$ cat src/hw/line_threshold_pkg.sv
// constants and types shared by the threshold interrupt logic
// assumes one 100 MHz system clock and an 8-bit register port
// Operation
// flag bit 3 shows threshold crossed
// pin interrupt when flag, mask, enable set
// flag stays set until written zero
// bit 2 selects current or voltage
// mask bit 1 gates pin interrupt
// polarity 0 triggers below threshold
// polarity 1 triggers above threshold
// 8-bit threshold shared by both sources
// compare on each selected measurement update
package line_threshold_pkg;

    localparam int ADDR_W = 8;
    localparam int DATA_W = 8;

    // register offsets
    localparam logic [7:0] THRESHOLD_OFFSET = 8'h2b;
    localparam logic [7:0] CONTROL_OFFSET   = 8'h2c;
    localparam logic [7:0] GLOBAL_OFFSET    = 8'h60;
    localparam logic [7:0] STATUS_OFFSET    = 8'h61;
    localparam logic [7:0] MASK_OFFSET      = 8'h62;

    // control register field positions
    localparam int FLAG_BIT     = 3;
    localparam int SOURCE_BIT   = 2;
    localparam int MASK_BIT     = 1;
    localparam int POLARITY_BIT = 0;

    // global register field position
    localparam int GLOBAL_IRQ_EN_BIT = 0;

    // interrupt status bits
    localparam int NUM_EVENTS    = 2;
    localparam int EV_CROSS_BIT  = 0;
    localparam int EV_UPDATE_BIT = 1;

    // values after reset
    localparam logic [7:0] THRESHOLD_RESET = 8'h00;
    localparam logic [7:0] CONTROL_RESET   = 8'h00;
    localparam logic [7:0] GLOBAL_RESET    = 8'h00;
    localparam logic [1:0] STATUS_RESET    = 2'h0;
    localparam logic [1:0] MASK_RESET      = 2'h0;

    typedef struct packed {
        logic threshold_crossed_flag;
        logic measure_source_select;
        logic threshold_irq_mask;
        logic threshold_polarity;
    } control_t;

    typedef struct packed {
        logic [7:0] value;
        logic       update;
    } reading_t;

    typedef struct packed {
        logic [7:0] addr;
        logic [7:0] wdata;
        logic       wr;
        logic       rd;
    } reg_req_t;

endpackage : line_threshold_pkg

$ cat src/hw/threshold_compare.sv
// magnitude comparator for one signed measurement against a threshold
// assumes reading and its update strobe come from clk_sys logic
`timescale 1ns/10ps
module threshold_compare
    import line_threshold_pkg::*;
(
    input  wire logic       clk_sys,
    input  wire logic       rstn,
    input  wire reading_t   sample,
    input  wire logic [7:0] threshold_value,
    input  wire logic       threshold_polarity,
    output logic            trigger
);

    // magnitude of a two's complement byte; -128 saturates to 127
    function automatic logic [7:0] magnitude(input logic [7:0] v);
        logic [7:0] neg;
        neg = 8'h00 - v;
        if (!v[7]) begin
            magnitude = v;
        end else if (v == 8'h80) begin
            magnitude = 8'h7f;
        end else begin
            magnitude = neg;
        end
    endfunction : magnitude

    logic [7:0] mag;
    logic       hit;

    always_comb begin
        mag = magnitude(sample.value);
        if (threshold_polarity) begin
            hit = mag > threshold_value;
        end else begin
            hit = mag < threshold_value;
        end
    end

    // one pulse per qualifying update
    always_ff @(posedge clk_sys or negedge rstn) begin
        if (!rstn) begin
            trigger <= 1'b0;
        end else begin
            trigger <= sample.update & hit;
        end
    end

endmodule : threshold_compare

$ cat src/hw/sticky_status.sv
// sticky event bits cleared by a read; a set in the clearing cycle wins
// assumes set pulses and the read strobe are on clk_sys
`timescale 1ns/10ps
module sticky_status
    import line_threshold_pkg::*;
#(
    parameter int WIDTH = 2
) (
    input  wire logic             clk_sys,
    input  wire logic             rstn,
    input  wire logic [WIDTH-1:0] set_pulse,
    input  wire logic             read_clear,
    output logic      [WIDTH-1:0] status
);

    always_ff @(posedge clk_sys or negedge rstn) begin
        if (!rstn) begin
            status <= '0;
        end else if (read_clear) begin
            status <= set_pulse;
        end else begin
            status <= status | set_pulse;
        end
    end

endmodule : sticky_status

$ cat src/hw/line_threshold_interrupt.sv
// threshold interrupt control: registers, source select and pin interrupt
// assumes readings come from same-clock logic with a one-cycle update
// strobe, and a register port with read data one cycle after the strobe
`timescale 1ns/10ps
module line_threshold_interrupt
    import line_threshold_pkg::*;
(
    input  wire logic              clk_sys,
    input  wire logic              rstn,
    input  wire logic [ADDR_W-1:0] reg_addr,
    input  wire logic [DATA_W-1:0] reg_wdata,
    input  wire logic              reg_wr,
    input  wire logic              reg_rd,
    output logic      [DATA_W-1:0] reg_rdata,
    input  wire logic [7:0]        loop_current_reading,
    input  wire logic              loop_current_update,
    input  wire logic [7:0]        line_voltage_reading,
    input  wire logic              line_voltage_update,
    output logic                   analog_out_irq_pin,
    output logic                   irq
);

    reg_req_t   req;
    reading_t   selected;
    control_t   control_reg;
    logic [7:0] threshold_value_reg;
    logic       global_irq_enable_reg;
    logic [NUM_EVENTS-1:0] mask_reg;
    logic [NUM_EVENTS-1:0] status;
    logic [NUM_EVENTS-1:0] events;
    logic [7:0] rdata_next;
    logic       trigger;
    logic       wr_threshold;
    logic       wr_control;
    logic       wr_global;
    logic       wr_mask;
    logic       rd_status;

    assign req = '{addr: reg_addr, wdata: reg_wdata,
                   wr: reg_wr, rd: reg_rd};

    assign wr_threshold = req.wr && req.addr == THRESHOLD_OFFSET;
    assign wr_control   = req.wr && req.addr == CONTROL_OFFSET;
    assign wr_global    = req.wr && req.addr == GLOBAL_OFFSET;
    assign wr_mask      = req.wr && req.addr == MASK_OFFSET;
    assign rd_status    = req.rd && req.addr == STATUS_OFFSET;

    // only the chosen source's updates count; the other is ignored
    always_comb begin
        if (control_reg.measure_source_select) begin
            selected.value  = line_voltage_reading;
            selected.update = line_voltage_update;
        end else begin
            selected.value  = loop_current_reading;
            selected.update = loop_current_update;
        end
    end

    threshold_compare u_compare (
        .clk_sys            (clk_sys),
        .rstn               (rstn),
        .sample             (selected),
        .threshold_value    (threshold_value_reg),
        .threshold_polarity (control_reg.threshold_polarity),
        .trigger            (trigger)
    );

    always_ff @(posedge clk_sys or negedge rstn) begin
        if (!rstn) begin
            threshold_value_reg <= THRESHOLD_RESET;
        end else if (wr_threshold) begin
            threshold_value_reg <= req.wdata;
        end
    end

    // one process owns the whole control word so it has a single driver;
    // writing 1 leaves the flag alone; a trigger beats a clearing write
    always_ff @(posedge clk_sys or negedge rstn) begin
        if (!rstn) begin
            control_reg.threshold_crossed_flag <= CONTROL_RESET[FLAG_BIT];
            control_reg.measure_source_select  <= CONTROL_RESET[SOURCE_BIT];
            control_reg.threshold_irq_mask     <= CONTROL_RESET[MASK_BIT];
            control_reg.threshold_polarity     <= CONTROL_RESET[POLARITY_BIT];
        end else begin
            if (wr_control) begin
                control_reg.measure_source_select <= req.wdata[SOURCE_BIT];
                control_reg.threshold_irq_mask    <= req.wdata[MASK_BIT];
                control_reg.threshold_polarity    <= req.wdata[POLARITY_BIT];
            end
            if (trigger) begin
                control_reg.threshold_crossed_flag <= 1'b1;
            end else if (wr_control && !req.wdata[FLAG_BIT]) begin
                control_reg.threshold_crossed_flag <= 1'b0;
            end
        end
    end

    always_ff @(posedge clk_sys or negedge rstn) begin
        if (!rstn) begin
            global_irq_enable_reg <= GLOBAL_RESET[GLOBAL_IRQ_EN_BIT];
        end else if (wr_global) begin
            global_irq_enable_reg <= req.wdata[GLOBAL_IRQ_EN_BIT];
        end
    end

    always_ff @(posedge clk_sys or negedge rstn) begin
        if (!rstn) begin
            mask_reg <= MASK_RESET;
        end else if (wr_mask) begin
            mask_reg <= req.wdata[NUM_EVENTS-1:0];
        end
    end

    always_comb begin
        events = '0;
        events[EV_CROSS_BIT]  = trigger;
        events[EV_UPDATE_BIT] = selected.update;
    end

    sticky_status #(
        .WIDTH (NUM_EVENTS)
    ) u_status (
        .clk_sys    (clk_sys),
        .rstn       (rstn),
        .set_pulse  (events),
        .read_clear (rd_status),
        .status     (status)
    );

    // pin driven from flops so it never glitches toward the host
    always_ff @(posedge clk_sys or negedge rstn) begin
        if (!rstn) begin
            analog_out_irq_pin <= 1'b0;
            irq                <= 1'b0;
        end else begin
            analog_out_irq_pin <= control_reg.threshold_crossed_flag
                                  && control_reg.threshold_irq_mask
                                  && global_irq_enable_reg;
            irq                <= |(status & mask_reg);
        end
    end

    // unmapped and reserved bits read zero
    always_comb begin
        rdata_next = 8'h00;
        unique case (req.addr)
            THRESHOLD_OFFSET: begin
                rdata_next = threshold_value_reg;
            end
            CONTROL_OFFSET: begin
                rdata_next[FLAG_BIT]     = control_reg.threshold_crossed_flag;
                rdata_next[SOURCE_BIT]   = control_reg.measure_source_select;
                rdata_next[MASK_BIT]     = control_reg.threshold_irq_mask;
                rdata_next[POLARITY_BIT] = control_reg.threshold_polarity;
            end
            GLOBAL_OFFSET: begin
                rdata_next[GLOBAL_IRQ_EN_BIT] = global_irq_enable_reg;
            end
            STATUS_OFFSET: begin
                rdata_next[NUM_EVENTS-1:0] = status;
            end
            MASK_OFFSET: begin
                rdata_next[NUM_EVENTS-1:0] = mask_reg;
            end
            default: begin
                rdata_next = 8'h00;
            end
        endcase
    end

    // data stands only in the cycle after the read strobe
    always_ff @(posedge clk_sys or negedge rstn) begin
        if (!rstn) begin
            reg_rdata <= 8'h00;
        end else if (req.rd) begin
            reg_rdata <= rdata_next;
        end else begin
            reg_rdata <= 8'h00;
        end
    end

endmodule : line_threshold_interrupt

$ cat config.mk
export PLATFORM = sky130hd
export DESIGN_NAME = line_threshold_interrupt
export DESIGN_NICKNAME = d
export VERILOG_FILES = /design/src/hw/line_threshold_pkg.sv /design/src/hw/threshold_compare.sv /design/src/hw/sticky_status.sv /design/src/hw/line_threshold_interrupt.sv
export SDC_FILE = /design/constraint.sdc
export NUM_CORES = 1
export LEC_CHECK = 0
export ABC_AREA = 1
export BUFFER_PORTS_ARGS = -buffer_cell sky130_fd_sc_hd__buf_2
export CELL_PAD_IN_SITES_DETAIL_PLACEMENT = 1
export CELL_PAD_IN_SITES_GLOBAL_PLACEMENT = 1
export CORE_ASPECT_RATIO = 0.9
export CORE_UTILIZATION = 38
export DETAILED_ROUTE_END_ITERATION = 12
export GPL_TIMING_DRIVEN = 0
export PLACE_DENSITY_LB_ADDON = 0.15
export SLEW_MARGIN = 20
export SYNTH_ARGS = -nofsm -noshare
export SYNTH_HDL_FRONTEND = slang
export SYNTH_SLANG_ARGS = --single-unit
$ cat constraint.sdc
create_clock -name clk_sys -period 3.15 [get_ports clk_sys]
set_clock_uncertainty 0.1 [all_clocks]
set_input_delay 0.63 -clock clk_sys [delete_from_list [all_inputs] [get_ports clk_sys]]
set_output_delay 0.63 -clock clk_sys [all_outputs]
set_load 0.02 [all_outputs]
==> key figures, run 1 <==
Clock tree
  – Longest Clk Path Bufs: 2
  – TritonCTS clock tree: built
  – Source-to-sink clock delay at the later pin of the worst-skew pair: 270 ps
  – Clock Pin Slew Worst Setup and Hold Paths: 90 ps
  – CTS root buffer: sky130_fd_sc_hd__clkbuf_8
  – Number of clock sinks: 28
  – Deepest level of the CTS H-tree: 1
  – Num CTS Buffers: 3
  – Post-cts hold buffer count: 0
  – PostCTS Resize Cnt: 0
  – Number of setup buffers added after CTS: 0

Layout
  – Number of inserted filler cells in the final layout: 631
  – Number of inserted diodes: 0
  – Nets: 345
  – Multi-input combinational cell area: 945 sq um
  – Synth-to-layout area growth: 19.2%
  – Layout cell share with drive strength beyond 1: 26.7%
  – Footprint of the flip-flops and latches: 701 sq um

Global route
  – Global-route wire length before repair: 7.54 mm
  – Leftover overflow at the end of global routing: 0
  – Via count of the first global-routing pass: 1,582
  – Initial antenna violation count: 0
  – Total track usage: 19.7%
  – Pin count of the biggest net entering global routing: 29

STA
  – Setup repair after global routing missed its margin: false
  – Total Negative Setup Slacks: 0 ps
  – Worst Max-Slew Pin Slew: 636 ps
  – Number of pins with negative max-slew slack in the final report: 0
  – Fin crit share: 81.9%
  – Maximum clock rate: 0.387 GHz
  – Finish-stage setup viols: 0
  – Worst hold margin: 273 ps
  – Rel. slew slack: 57.6%
  – Final period demand of the worst path: 2580 ps
  – Crit path setup slack, layout: 569 ps
  – Final Hold Viols: 0

Detailed routing
  – Final ANT Viol Nets: 0
  – Number of DRC violations after detailed routing: 0
  – Routed length per placed instance: 12.2 um
  – Total number of vias: 1,680
  – Detailed Routing Iterations Pass 1: 4
  – Starting DRC count in detailed routing: 66
  – Via-per-instance ratio: 4.69
  – Total length of routed wires: 4.36 mm

Worst setup path
  – CP dominant cell by count: sky130_fd_sc_hd__nand2_1
  – Critical path class: register to register
  – Endpoint of the lowest-slack register-to-register path: u_compare.trigger$_DFF_PN0_
  – Worst setup SP type: register
  – Worst stage delay on the critical path: 360 ps
  – Worst path top cell family by delay: simple AND/OR/NAND/NOR gates
  – Register-to-register setup slack: 570 ps
  – Critical R2R Launch: control_reg[2]$_DFFE_PN0P_
  – Worst-path fanout max: 10
  – Crit path max-delay cell type: sky130_fd_sc_hd__dfrtp_1
  – Cells along the critical path: buf_6 -> buf_8 -> nand2_1 -> o21ai_2 -> ha_1 -> nand3_2 -> nor2_2 -> nand2_2 -> a21oi_2 -> ha_1 -> nand2_1 -> nand2_1 -> nand2_1 -> nand2_1 -> nand2_1 -> nand2_1 -> nand2_1 -> nand2_1 -> nor2_1
  – Number of cell instances on the worst register-to-register path: 19
  – Setup crit end kind: register
  – Arrival time at the worst endpoint: 2690 ps
  – Worst path required time: 3260 ps
  – Crit path buffers/inverters: 2

Logic synthesis
  – Post-Synth Adder-Cell Area: 6.10%
  – Yosys warning total: 0
  – Number of flip-flops and latches in the synthesized netlist: 28
  – Proportion of netlist area held by the largest area contributor: 38.0%
  – Post-synthesis cell count: 246
  – Combinational family with the most area after synthesis: simple AND/OR/NAND/NOR gates
  – Part of the Yosys area used for sequential elements: 38.0%
  – Basic-gate share of the synthesized area counting and, or, nand and nor cells: 34.4%
  – Multiplexer share of the synthesized area: 0%
  – Cells taking the most area after synthesis: sky130_fd_sc_hd__dfrtp_1, sky130_fd_sc_hd__nand2_1, sky130_fd_sc_hd__inv_1, sky130_fd_sc_hd__ha_1, sky130_fd_sc_hd__nand3_1
  – Netlist Area Pre-Place: 0.00185 sq mm
  – XOR/XNOR share of the synthesized area: 0%
  – Net count of the mapped netlist: 293
  – Avg Synthesized Cell Area: 7.50 sq um
  – Top cell type by total area after synthesis: sky130_fd_sc_hd__dfrtp_1
  – Cell variety after synth: 34
  – Compound-Gate Fraction of Synth Area: 10.7%

Floorplanning
  – Core footprint: 0.00455 sq mm
  – IO Pins: 48
  – Die W: 75.5 um
  – Height of the chip: 68.1 um
  – Area of the die: 0.00514 sq mm
  – Initial Util: 40.6%
  – Num rows: 23

Power and ir drop
  – Largest vdd supply drop: 0.000216 V
  – Clock network power share: 26.5%
  – Switch share: 28.2%
  – Logic pwr share: 20.3%
  – Power, Total: 0.000718 W
  – Sw Pwr: 0.000202 W
  – Part of the total power dissipated in sequential elements: 53.2%
  – Total power density per cell area: 326 mW/mm^2
  – Leakage dissipation: 1.24 nW
  – Internal portion of total power: 0.000516 W

Place
  – Count of buffers inserted at the top-level ports: 47
  – DP Wirelength: 3.67 mm
  – Worst-case setup slack after placement: 448 ps
  – Final RePlAce weighted congestion: 0.814

Run status
  – Run status: completed

Run
  – Max_cap viols: 0

Hold path
  – Path class of the lowest-slack min-delay path: primary input to async pin
[cells in the final DEF (no fill, tap or decap), drive strengths merged]
cell type	netlist	routed
o21bai	1	1
a21oi	6	6
a21boi	1	1
nand4	1	1
nor2	23	23
buf	4	51
inv	41	41
o22ai	1	1
dfrtp	28	28
o21a	1	1
o21ai	21	21
clkinv	1	1
nand3	23	23
a21o	2	2
and2	1	1
and3	1	1
clkbuf	0	3
nor3	8	8
nand2	71	71
ha	9	9
or2	2	2
[worst max-delay path by stage]
stage                                          start                           to  slack [ps]  cells after the start
after floorplan              line_voltage_reading[0]  u_compare.trigger$_DFF_PN0_         860                     17
after global routing      control_reg[2]$_DFFE_PN0P_  u_compare.trigger$_DFF_PN0_         300                     19
after global placement       loop_current_reading[0]  u_compare.trigger$_DFF_PN0_         510                     17
after CTS                 control_reg[2]$_DFFE_PN0P_  u_compare.trigger$_DFF_PN0_         540                     19
final                     control_reg[2]$_DFFE_PN0P_  u_compare.trigger$_DFF_PN0_         570                     19
after detailed placement     line_voltage_reading[0]  u_compare.trigger$_DFF_PN0_         450                     19
[synth_stat cells (all sizes together)]
| cell type | n |
|---|---|
| buf | 4 |
| or2 | 2 |
| and2 | 1 |
| o21ai | 21 |
| dfrtp | 28 |
| o22ai | 1 |
| a21boi | 1 |
| o21bai | 1 |
| and3 | 1 |
| nand2 | 71 |
| nand4 | 1 |
| inv | 41 |
| ha | 9 |
| clkinv | 1 |
| a21oi | 6 |
| a21o | 2 |
| o21a | 1 |
| nand3 | 23 |
| nor3 | 8 |
| nor2 | 23 |
[worst reg2reg max path: cells and delay by family, from the launching register on]
kind / cells / cell delay [ps]
AND/OR/NAND/NOR: 13 / 1050
adder cells (fa/ha/maj): 2 / 480
flip-flops: 1 / 360
buffers and inverters: 2 / 290
AO/OA/AOI/OAI: 2 / 240
[area by class of cell]
cell class,instances,area share [%]
buffer,4,1.93
clock buffer,3,1.88
inverter,42,7.17
multi-input combinational,172,42.9
sequential,28,31.9
tap,62,3.53
timing repair buffer,47,10.7
[cell families (layout without fill, tap and decap cells)]
group                      Yosys count  in the layout
buffers and inverters               46             96
and+or+nand+nor                    130            130
adders and majority gates            9              9
AOI/OAI and AO/OA                   33             33
DFF                                 28             28
[routing by layer]
metal  track usage (%)  wire [um]
met1              30.5       2350
met5                 0          0
met2              28.3       1860
met4              3.47         27
met3              3.53        127
[per-stage QoR]
step,utilization (%),instances,area [sq um]
3_3_place_gp,47.5,355,2160
5_1_grt,48.4,358,2200
6_report,48.4,358,2200
2_1_floorplan,-,246,1850
4_1_cts,48.4,358,2200
3_5_place_dp,47.5,355,2160
[power by group through the flow]
stage | registers [W] | clock network [W] | logic (W)
2_1_floorplan | 0.000387 | 0 | 0.0000894
3_3_place_gp | 0.000388 | 0 | 0.000142
3_5_place_dp | 0.000389 | 0 | 0.000148
4_1_cts | 0.000382 | 0.000197 | 0.000149
5_1_grt | 0.000383 | 0.000210 | 0.000169
6_report | 0.000382 | 0.000190 | 0.000146
(Power assumes the default switching activity.)
==> run 2, diff against run 1 <==
Clock period 3.15 ns to 2.55 ns, I/O delays scaled along.
==> run 2 against run 1 <==
Against the previous run: global-route usage rose by 0.31 points; critical path type unchanged; die area stayed put; largest power group unchanged; register-to-register slack worse by 520 ps.
==> key figures, run 2 (synthesis results as in run 1) <==
Detailed routing
  – Via-per-instance ratio: 4.73
  – Detailed Routing Iterations Pass 1: 4
  – Final ANT Viol Nets: 0
  – Routed length per placed instance: 13.0 um
  – Starting DRC count in detailed routing: 62
  – Number of DRC violations after detailed routing: 0
  – Total number of vias: 1,735
  – Total length of routed wires: 4.75 mm

Layout
  – Nets: 354
  – Count of non-filler cells in the finished layout: 367
  – Number of inserted diodes: 0
  – Layout cell share with drive strength beyond 1: 30.8%
  – Synth-to-layout area growth: 26.5%
  – Highest-count cells in the layout ignoring fill and taps: sky130_fd_sc_hd__nand2_1, sky130_fd_sc_hd__buf_2, sky130_fd_sc_hd__inv_1
  – Leading cell type in the layout, fill and taps excluded: sky130_fd_sc_hd__nand2_1
  – Final core occ: 51.3%

Floorplanning
  – Num rows: 23
  – Die W: 75.5 um
  – Height of the chip: 68.1 um
  – IO Pins: 48
  – Initial Util: 40.6%
  – Core footprint: 0.00455 sq mm
  – Area of the die: 0.00514 sq mm

Worst setup path
  – Critical path class: register to register
  – Setup crit end kind: register
  – Worst setup SP type: register
  – Worst path required time: 2620 ps
  – Worst-path fanout max: 6
  – Arrival time at the worst endpoint: 2570 ps

Power and ir drop
  – Leakage dissipation: 1.31 nW
  – Total power density per cell area: 394 mW/mm^2
  – Largest vdd supply drop: 0.000269 V
  – Power, Total: 0.000920 W

Hold path
  – Path class of the lowest-slack min-delay path: primary input to async pin

STA
  – Finish-stage setup viols: 0
  – Final period demand of the worst path: 2500 ps
  – Number of pins with negative max-slew slack in the final report: 0
  – Worst hold margin: 147 ps
  – Final Hold Viols: 0
  – Worst Max-Slew Pin Slew: 638 ps
  – Fin crit share: 98.0%
  – Crit path setup slack, layout: 51.0 ps
  – Maximum clock rate: 0.400 GHz
  – Rel. slew slack: 57.5%
  – Setup repair after global routing missed its margin: true

Clock tree
  – Number of clock sinks: 28
  – CTS root buffer: sky130_fd_sc_hd__clkbuf_8
  – Clock Pin Slew Worst Setup and Hold Paths: 90 ps
  – Longest Clk Path Bufs: 2
  – Deepest level of the CTS H-tree: 1
  – Source-to-sink clock delay at the later pin of the worst-skew pair: 270 ps
  – Post-cts hold buffer count: 0
  – Num CTS Buffers: 3
  – TritonCTS clock tree: built

Global route
  – Total track usage: 20.0%
  – Pin count of the biggest net entering global routing: 29
  – Global-route wire length before repair: 7.69 mm
  – Via count of the first global-routing pass: 1,604
  – Initial antenna violation count: 0
  – Leftover overflow at the end of global routing: 0

Place
  – Count of buffers inserted at the top-level ports: 47
  – Placed cell count: 355
  – DP Wirelength: 3.67 mm
  – Worst-case setup slack after placement: -32.2 ps
  – Final RePlAce weighted congestion: 0.814

Run
  – Max_cap viols: 0

Run status
  – Run status: completed
## run 2: what timing repair did
item,4_1_cts,5_1_grt
pin swaps,2,12
setup endpoints to repair,1,1
gates resized for setup,3,11
setup buffers,3,6
## run 2: path summary, 6_finish.rpt
check                                            start                            endpoint  slack, ps  cells past startpoint
setup / recovery            control_reg[2]$_DFFE_PN0P_         u_compare.trigger$_DFF_PN0_         50                     18
min in group clk_sys                      reg_wdata[6]  threshold_value_reg[6]$_DFFE_PN0P_        350                      3
setup reg to reg            control_reg[2]$_DFFE_PN0P_         u_compare.trigger$_DFF_PN0_         50                     18
hold reg to reg            u_compare.trigger$_DFF_PN0_          control_reg[3]$_DFFE_PN0P_        370                      2
hold / removal                                    rstn              reg_rdata[1]$_DFF_PN0_        150                      1
max in group asynchronous                         rstn          control_reg[2]$_DFFE_PN0P_       1790                      1
## run 2: final cells by class
type                       count  area, sq um
timing repair buffer          56          307
fill                         622         2210
buffer                         4         42.5
inverter                      42          158
tap                           62         77.6
multi-input combinational    172         1010
sequential                    28          701
clock buffer                   3         41.3
## run 2: critical path, cell delays in order, from the launching register on
cell and delay [ps]:
sky130_fd_sc_hd__dfrtp_1 390, sky130_fd_sc_hd__buf_6 140, sky130_fd_sc_hd__buf_8 120, sky130_fd_sc_hd__nand2_1 100, sky130_fd_sc_hd__o21ai_4 80, sky130_fd_sc_hd__ha_4 180
sky130_fd_sc_hd__nand3_4 120, sky130_fd_sc_hd__nor2_4 60, sky130_fd_sc_hd__buf_4 130, sky130_fd_sc_hd__nand3_1 60, sky130_fd_sc_hd__nand3_1 80, sky130_fd_sc_hd__ha_1 280
sky130_fd_sc_hd__nand2_1 70, sky130_fd_sc_hd__a21oi_1 170, sky130_fd_sc_hd__nor2_1 60, sky130_fd_sc_hd__nand2_1 100, sky130_fd_sc_hd__nand2_1 60, sky130_fd_sc_hd__nand2_1 50
sky130_fd_sc_hd__nor2_1 50
## run 2: through the flow
step	TNS, ps	cell area (sq um)
final	0	2330
after CTS	0	2240
after global placement	0	2160
after floorplan	0	1850
after global routing	-92.6	2330
after detailed placement	-32.2	2160
## run 2: routing by layer
| layer | up-vias | GRT usage [%] | part of all wire, % |
|---|---|---|---|
| li1 | 895 | - | - |
| met1 | 808 | 30.6 | 51 |
| met2 | 28 | 29.4 | 46 |
| met3 | 4 | 3.53 | 2.8 |
| met4 | 0 | 3.47 | 0.57 |
| met5 | - | 0 | 0 |
## run 2: power breakdown
group          internal, W  total, W  switching (W)
clock             0.000106  0.000241       0.000135
sequential        0.000461  0.000472      0.0000102
combinational    0.0000840  0.000207       0.000123
total             0.000652  0.000920       0.000268
==> run 3, diff against run 2 <==
Settings changed: ABC_AREA 1 to unset, CORE_UTILIZATION 38 to 39.
Clock period 2.55 ns to 2.4 ns, I/O delays scaled along.
==> run 3 against run 2 <==
Against the previous run: critical endpoint unchanged; core utilization up 2.2 points; worst hold slack worse by 29 ps; highest routed layer unchanged; largest cell class unchanged; sequential power grew 5.3%; first-iteration DRC count decreased by 3.2%; register-to-register slack got worse by 490 ps; cell count decreased by 29%; the flow now finishes with violations (design-rule violations, negative setup slack); fmax down 12%; combinational power increased by 14%.
==> key figures, run 3 <==
STA
  – Maximum clock rate: 0.352 GHz
  – Number of pins with negative max-slew slack in the final report: 0
  – Finish-stage setup viols: 1
  – Crit path setup slack, layout: -443 ps
  – Setup repair after global routing missed its margin: true
  – Worst hold margin: 118 ps
  – Fin crit share: 118%
  – Final period demand of the worst path: 2840 ps
  – Rel. slew slack: 57.4%
  – Final Hold Viols: 0
  – Worst Max-Slew Pin Slew: 638 ps

Detailed routing
  – Via-per-instance ratio: 5.40
  – Total length of routed wires: 4.40 mm
  – Final ANT Viol Nets: 0
  – Starting DRC count in detailed routing: 60
  – Detailed Routing Iterations Pass 1: 8
  – Routed length per placed instance: 16.9 um
  – Number of DRC violations after detailed routing: 8
  – Total number of vias: 1,404

Global route
  – Initial antenna violation count: 0
  – Pin count of the biggest net entering global routing: 29
  – Via count of the first global-routing pass: 1,529
  – Leftover overflow at the end of global routing: 0
  – Global-route wire length before repair: 7.16 mm
  – Total track usage: 20.5%

Logic synthesis
  – Net count of the mapped netlist: 202
  – Post-synthesis cell count: 155
  – Most instantiated flip-flop cell in the synthesis netlist: sky130_fd_sc_hd__dfrtp_1
  – Part of the Yosys area used for sequential elements: 42.5%
  – Top cell type by total area after synthesis: sky130_fd_sc_hd__dfrtp_1
  – Netlist Area Pre-Place: 0.00165 sq mm
  – Synth cell count leaders: sky130_fd_sc_hd__dfrtp_1, sky130_fd_sc_hd__mux2_2, sky130_fd_sc_hd__nand2_1, sky130_fd_sc_hd__mux2i_1
  – EDFF count, synth: 0
  – Number of flip-flops and latches in the synthesized netlist: 28
  – Most instantiated library cell after synthesis: sky130_fd_sc_hd__dfrtp_1
  – Proportion of netlist area held by the largest area contributor: 42.5%
  – Yosys warning total: 0
  – Cell variety after synth: 34
  – Async S/R FF share, synth: 100%
  – Cells taking the most area after synthesis: sky130_fd_sc_hd__dfrtp_1, sky130_fd_sc_hd__mux2_2, sky130_fd_sc_hd__ha_1, sky130_fd_sc_hd__mux2i_1, sky130_fd_sc_hd__nand2_1
  – Avg Synthesized Cell Area: 10.6 sq um

Power and ir drop
  – Total power density per cell area: 450 mW/mm^2
  – Power, Total: 0.000982 W
  – Largest vdd supply drop: 0.000422 V
  – Leakage dissipation: 1.02 nW

Run status
  – Run status: finished, violations left
  – Violated checks: design-rule violations, negative setup slack

Floorplanning
  – Initial Util: 40.5%
  – Area of the die: 0.00450 sq mm
  – Height of the chip: 63.7 um
  – Num rows: 22
  – Die W: 70.6 um
  – IO Pins: 48
  – Core footprint: 0.00407 sq mm

Worst setup path
  – Critical path class: register to register
  – Worst path required time: 2460 ps
  – Arrival time at the worst endpoint: 2900 ps
  – Setup crit end kind: register
  – Worst-path fanout max: 5
  – Worst setup SP type: register

Place
  – Placed cell count: 250
  – Worst-case setup slack after placement: -859 ps
  – Count of buffers inserted at the top-level ports: 47
  – DP Wirelength: 3.48 mm
  – Final RePlAce weighted congestion: 0.818

Layout
  – Number of inserted diodes: 0
  – Synth-to-layout area growth: 32.2%
  – Layout cell share with drive strength beyond 1: 44.8%
  – Leading cell type in the layout, fill and taps excluded: sky130_fd_sc_hd__buf_2
  – Nets: 261
  – Final core occ: 53.6%
  – Highest-count cells in the layout ignoring fill and taps: sky130_fd_sc_hd__buf_2, sky130_fd_sc_hd__dfrtp_1, sky130_fd_sc_hd__mux2_2
  – Count of non-filler cells in the finished layout: 260

Clock tree
  – Source-to-sink clock delay at the later pin of the worst-skew pair: 270 ps
  – Post-cts hold buffer count: 0
  – Deepest level of the CTS H-tree: 1
  – Number of clock sinks: 28
  – Num CTS Buffers: 3
  – Clock Pin Slew Worst Setup and Hold Paths: 90 ps
  – Longest Clk Path Bufs: 2
  – CTS root buffer: sky130_fd_sc_hd__clkbuf_8
  – TritonCTS clock tree: built

Hold path
  – Path class of the lowest-slack min-delay path: primary input to async pin

Run
  – Max_cap viols: 0
[run 3: power breakdown]
group	switching [W]	internal [W]
clock	0.000135	0.000113
sequential	0.0000111	0.000486
combinational	0.000123	0.000114
total	0.000269	0.000713
[run 3: cell families after synthesis]
kind of cell	count (synthesis)	share of synthesized area [%]
and+or+nand+nor	55	19.4
xor gates and xnor gates	5	2.65
DFF	28	42.5
adders and majority gates	9	6.82
muxes	26	17.0
AOI/OAI and AO/OA	22	9.25
buffers and inverters	10	2.43
[run 3: final timing paths]
check	startpoint	depth (start not counted)	end	slack, ps
setup / recovery	control_reg[2]$_DFFE_PN0P_	13	u_compare.trigger$_DFF_PN0_	-440
hold / removal	rstn	1	reg_rdata[4]$_DFF_PN0_	120
setup reg to reg	control_reg[2]$_DFFE_PN0P_	13	u_compare.trigger$_DFF_PN0_	-440
hold reg to reg	u_compare.trigger$_DFF_PN0_	1	u_status.status[0]$_DFF_PN0_	400
max in group asynchronous	rstn	1	u_compare.trigger$_DFF_PN0_	1660
min in group clk_sys	reg_wdata[5]	2	threshold_value_reg[5]$_DFFE_PN0P_	340
[run 3: final cells by class]
class                           instances  area [sq um]
Buffer                                  2          31.3
Tap cell                               48          60.1
Sequential cell                        28           701
Fill cell                             460          1890
Clock buffer                            3          41.3
Inverter                                7          26.3
Timing Repair Buffer                   55           295
Multi-Input combinational cell        117          1030
[run 3: what timing repair did]
action | in CTS | in global routing
hold endpoints to repair | 0 | 0
pin swaps | 7 | 4
setup buffers | 7 | 1
gates resized for setup | 5 | 9
setup endpoints to repair | 1 | 1
[run 3: per-layer routing]
layer	vias up	part of all wire (%)	wire length, um	track usage (%)
met5	-	0	0	0
met3	6	3.1	138	4.00
met2	25	52	2290	38.2
met1	693	44	1930	24.9
met4	0	0.98	43	3.00
li1	680	-	-	-
[run 3: stage by stage]
stage          TNS [ps]  instance area, sq um
2_1_floorplan      -458                  1730
3_3_place_gp       -799                  2030
3_5_place_dp       -859                  2030
4_1_cts            -584                  2130
5_1_grt            -562                  2180
6_report           -443                  2180
[run 3: worst max-delay path, cell delays in order, from the launching register on]
cell and delay [ps]:
sky130_fd_sc_hd__dfrtp_1 380, sky130_fd_sc_hd__buf_6 120, sky130_fd_sc_hd__buf_12 130, sky130_fd_sc_hd__mux2i_4 170
sky130_fd_sc_hd__ha_2 220, sky130_fd_sc_hd__o211ai_1 140, sky130_fd_sc_hd__or2_4 300, sky130_fd_sc_hd__and2_4 150
sky130_fd_sc_hd__ha_4 140, sky130_fd_sc_hd__nand2b_4 130, sky130_fd_sc_hd__a21oi_2 130, sky130_fd_sc_hd__nor3_2 60
sky130_fd_sc_hd__o31ai_4 220, sky130_fd_sc_hd__mux2_4 320
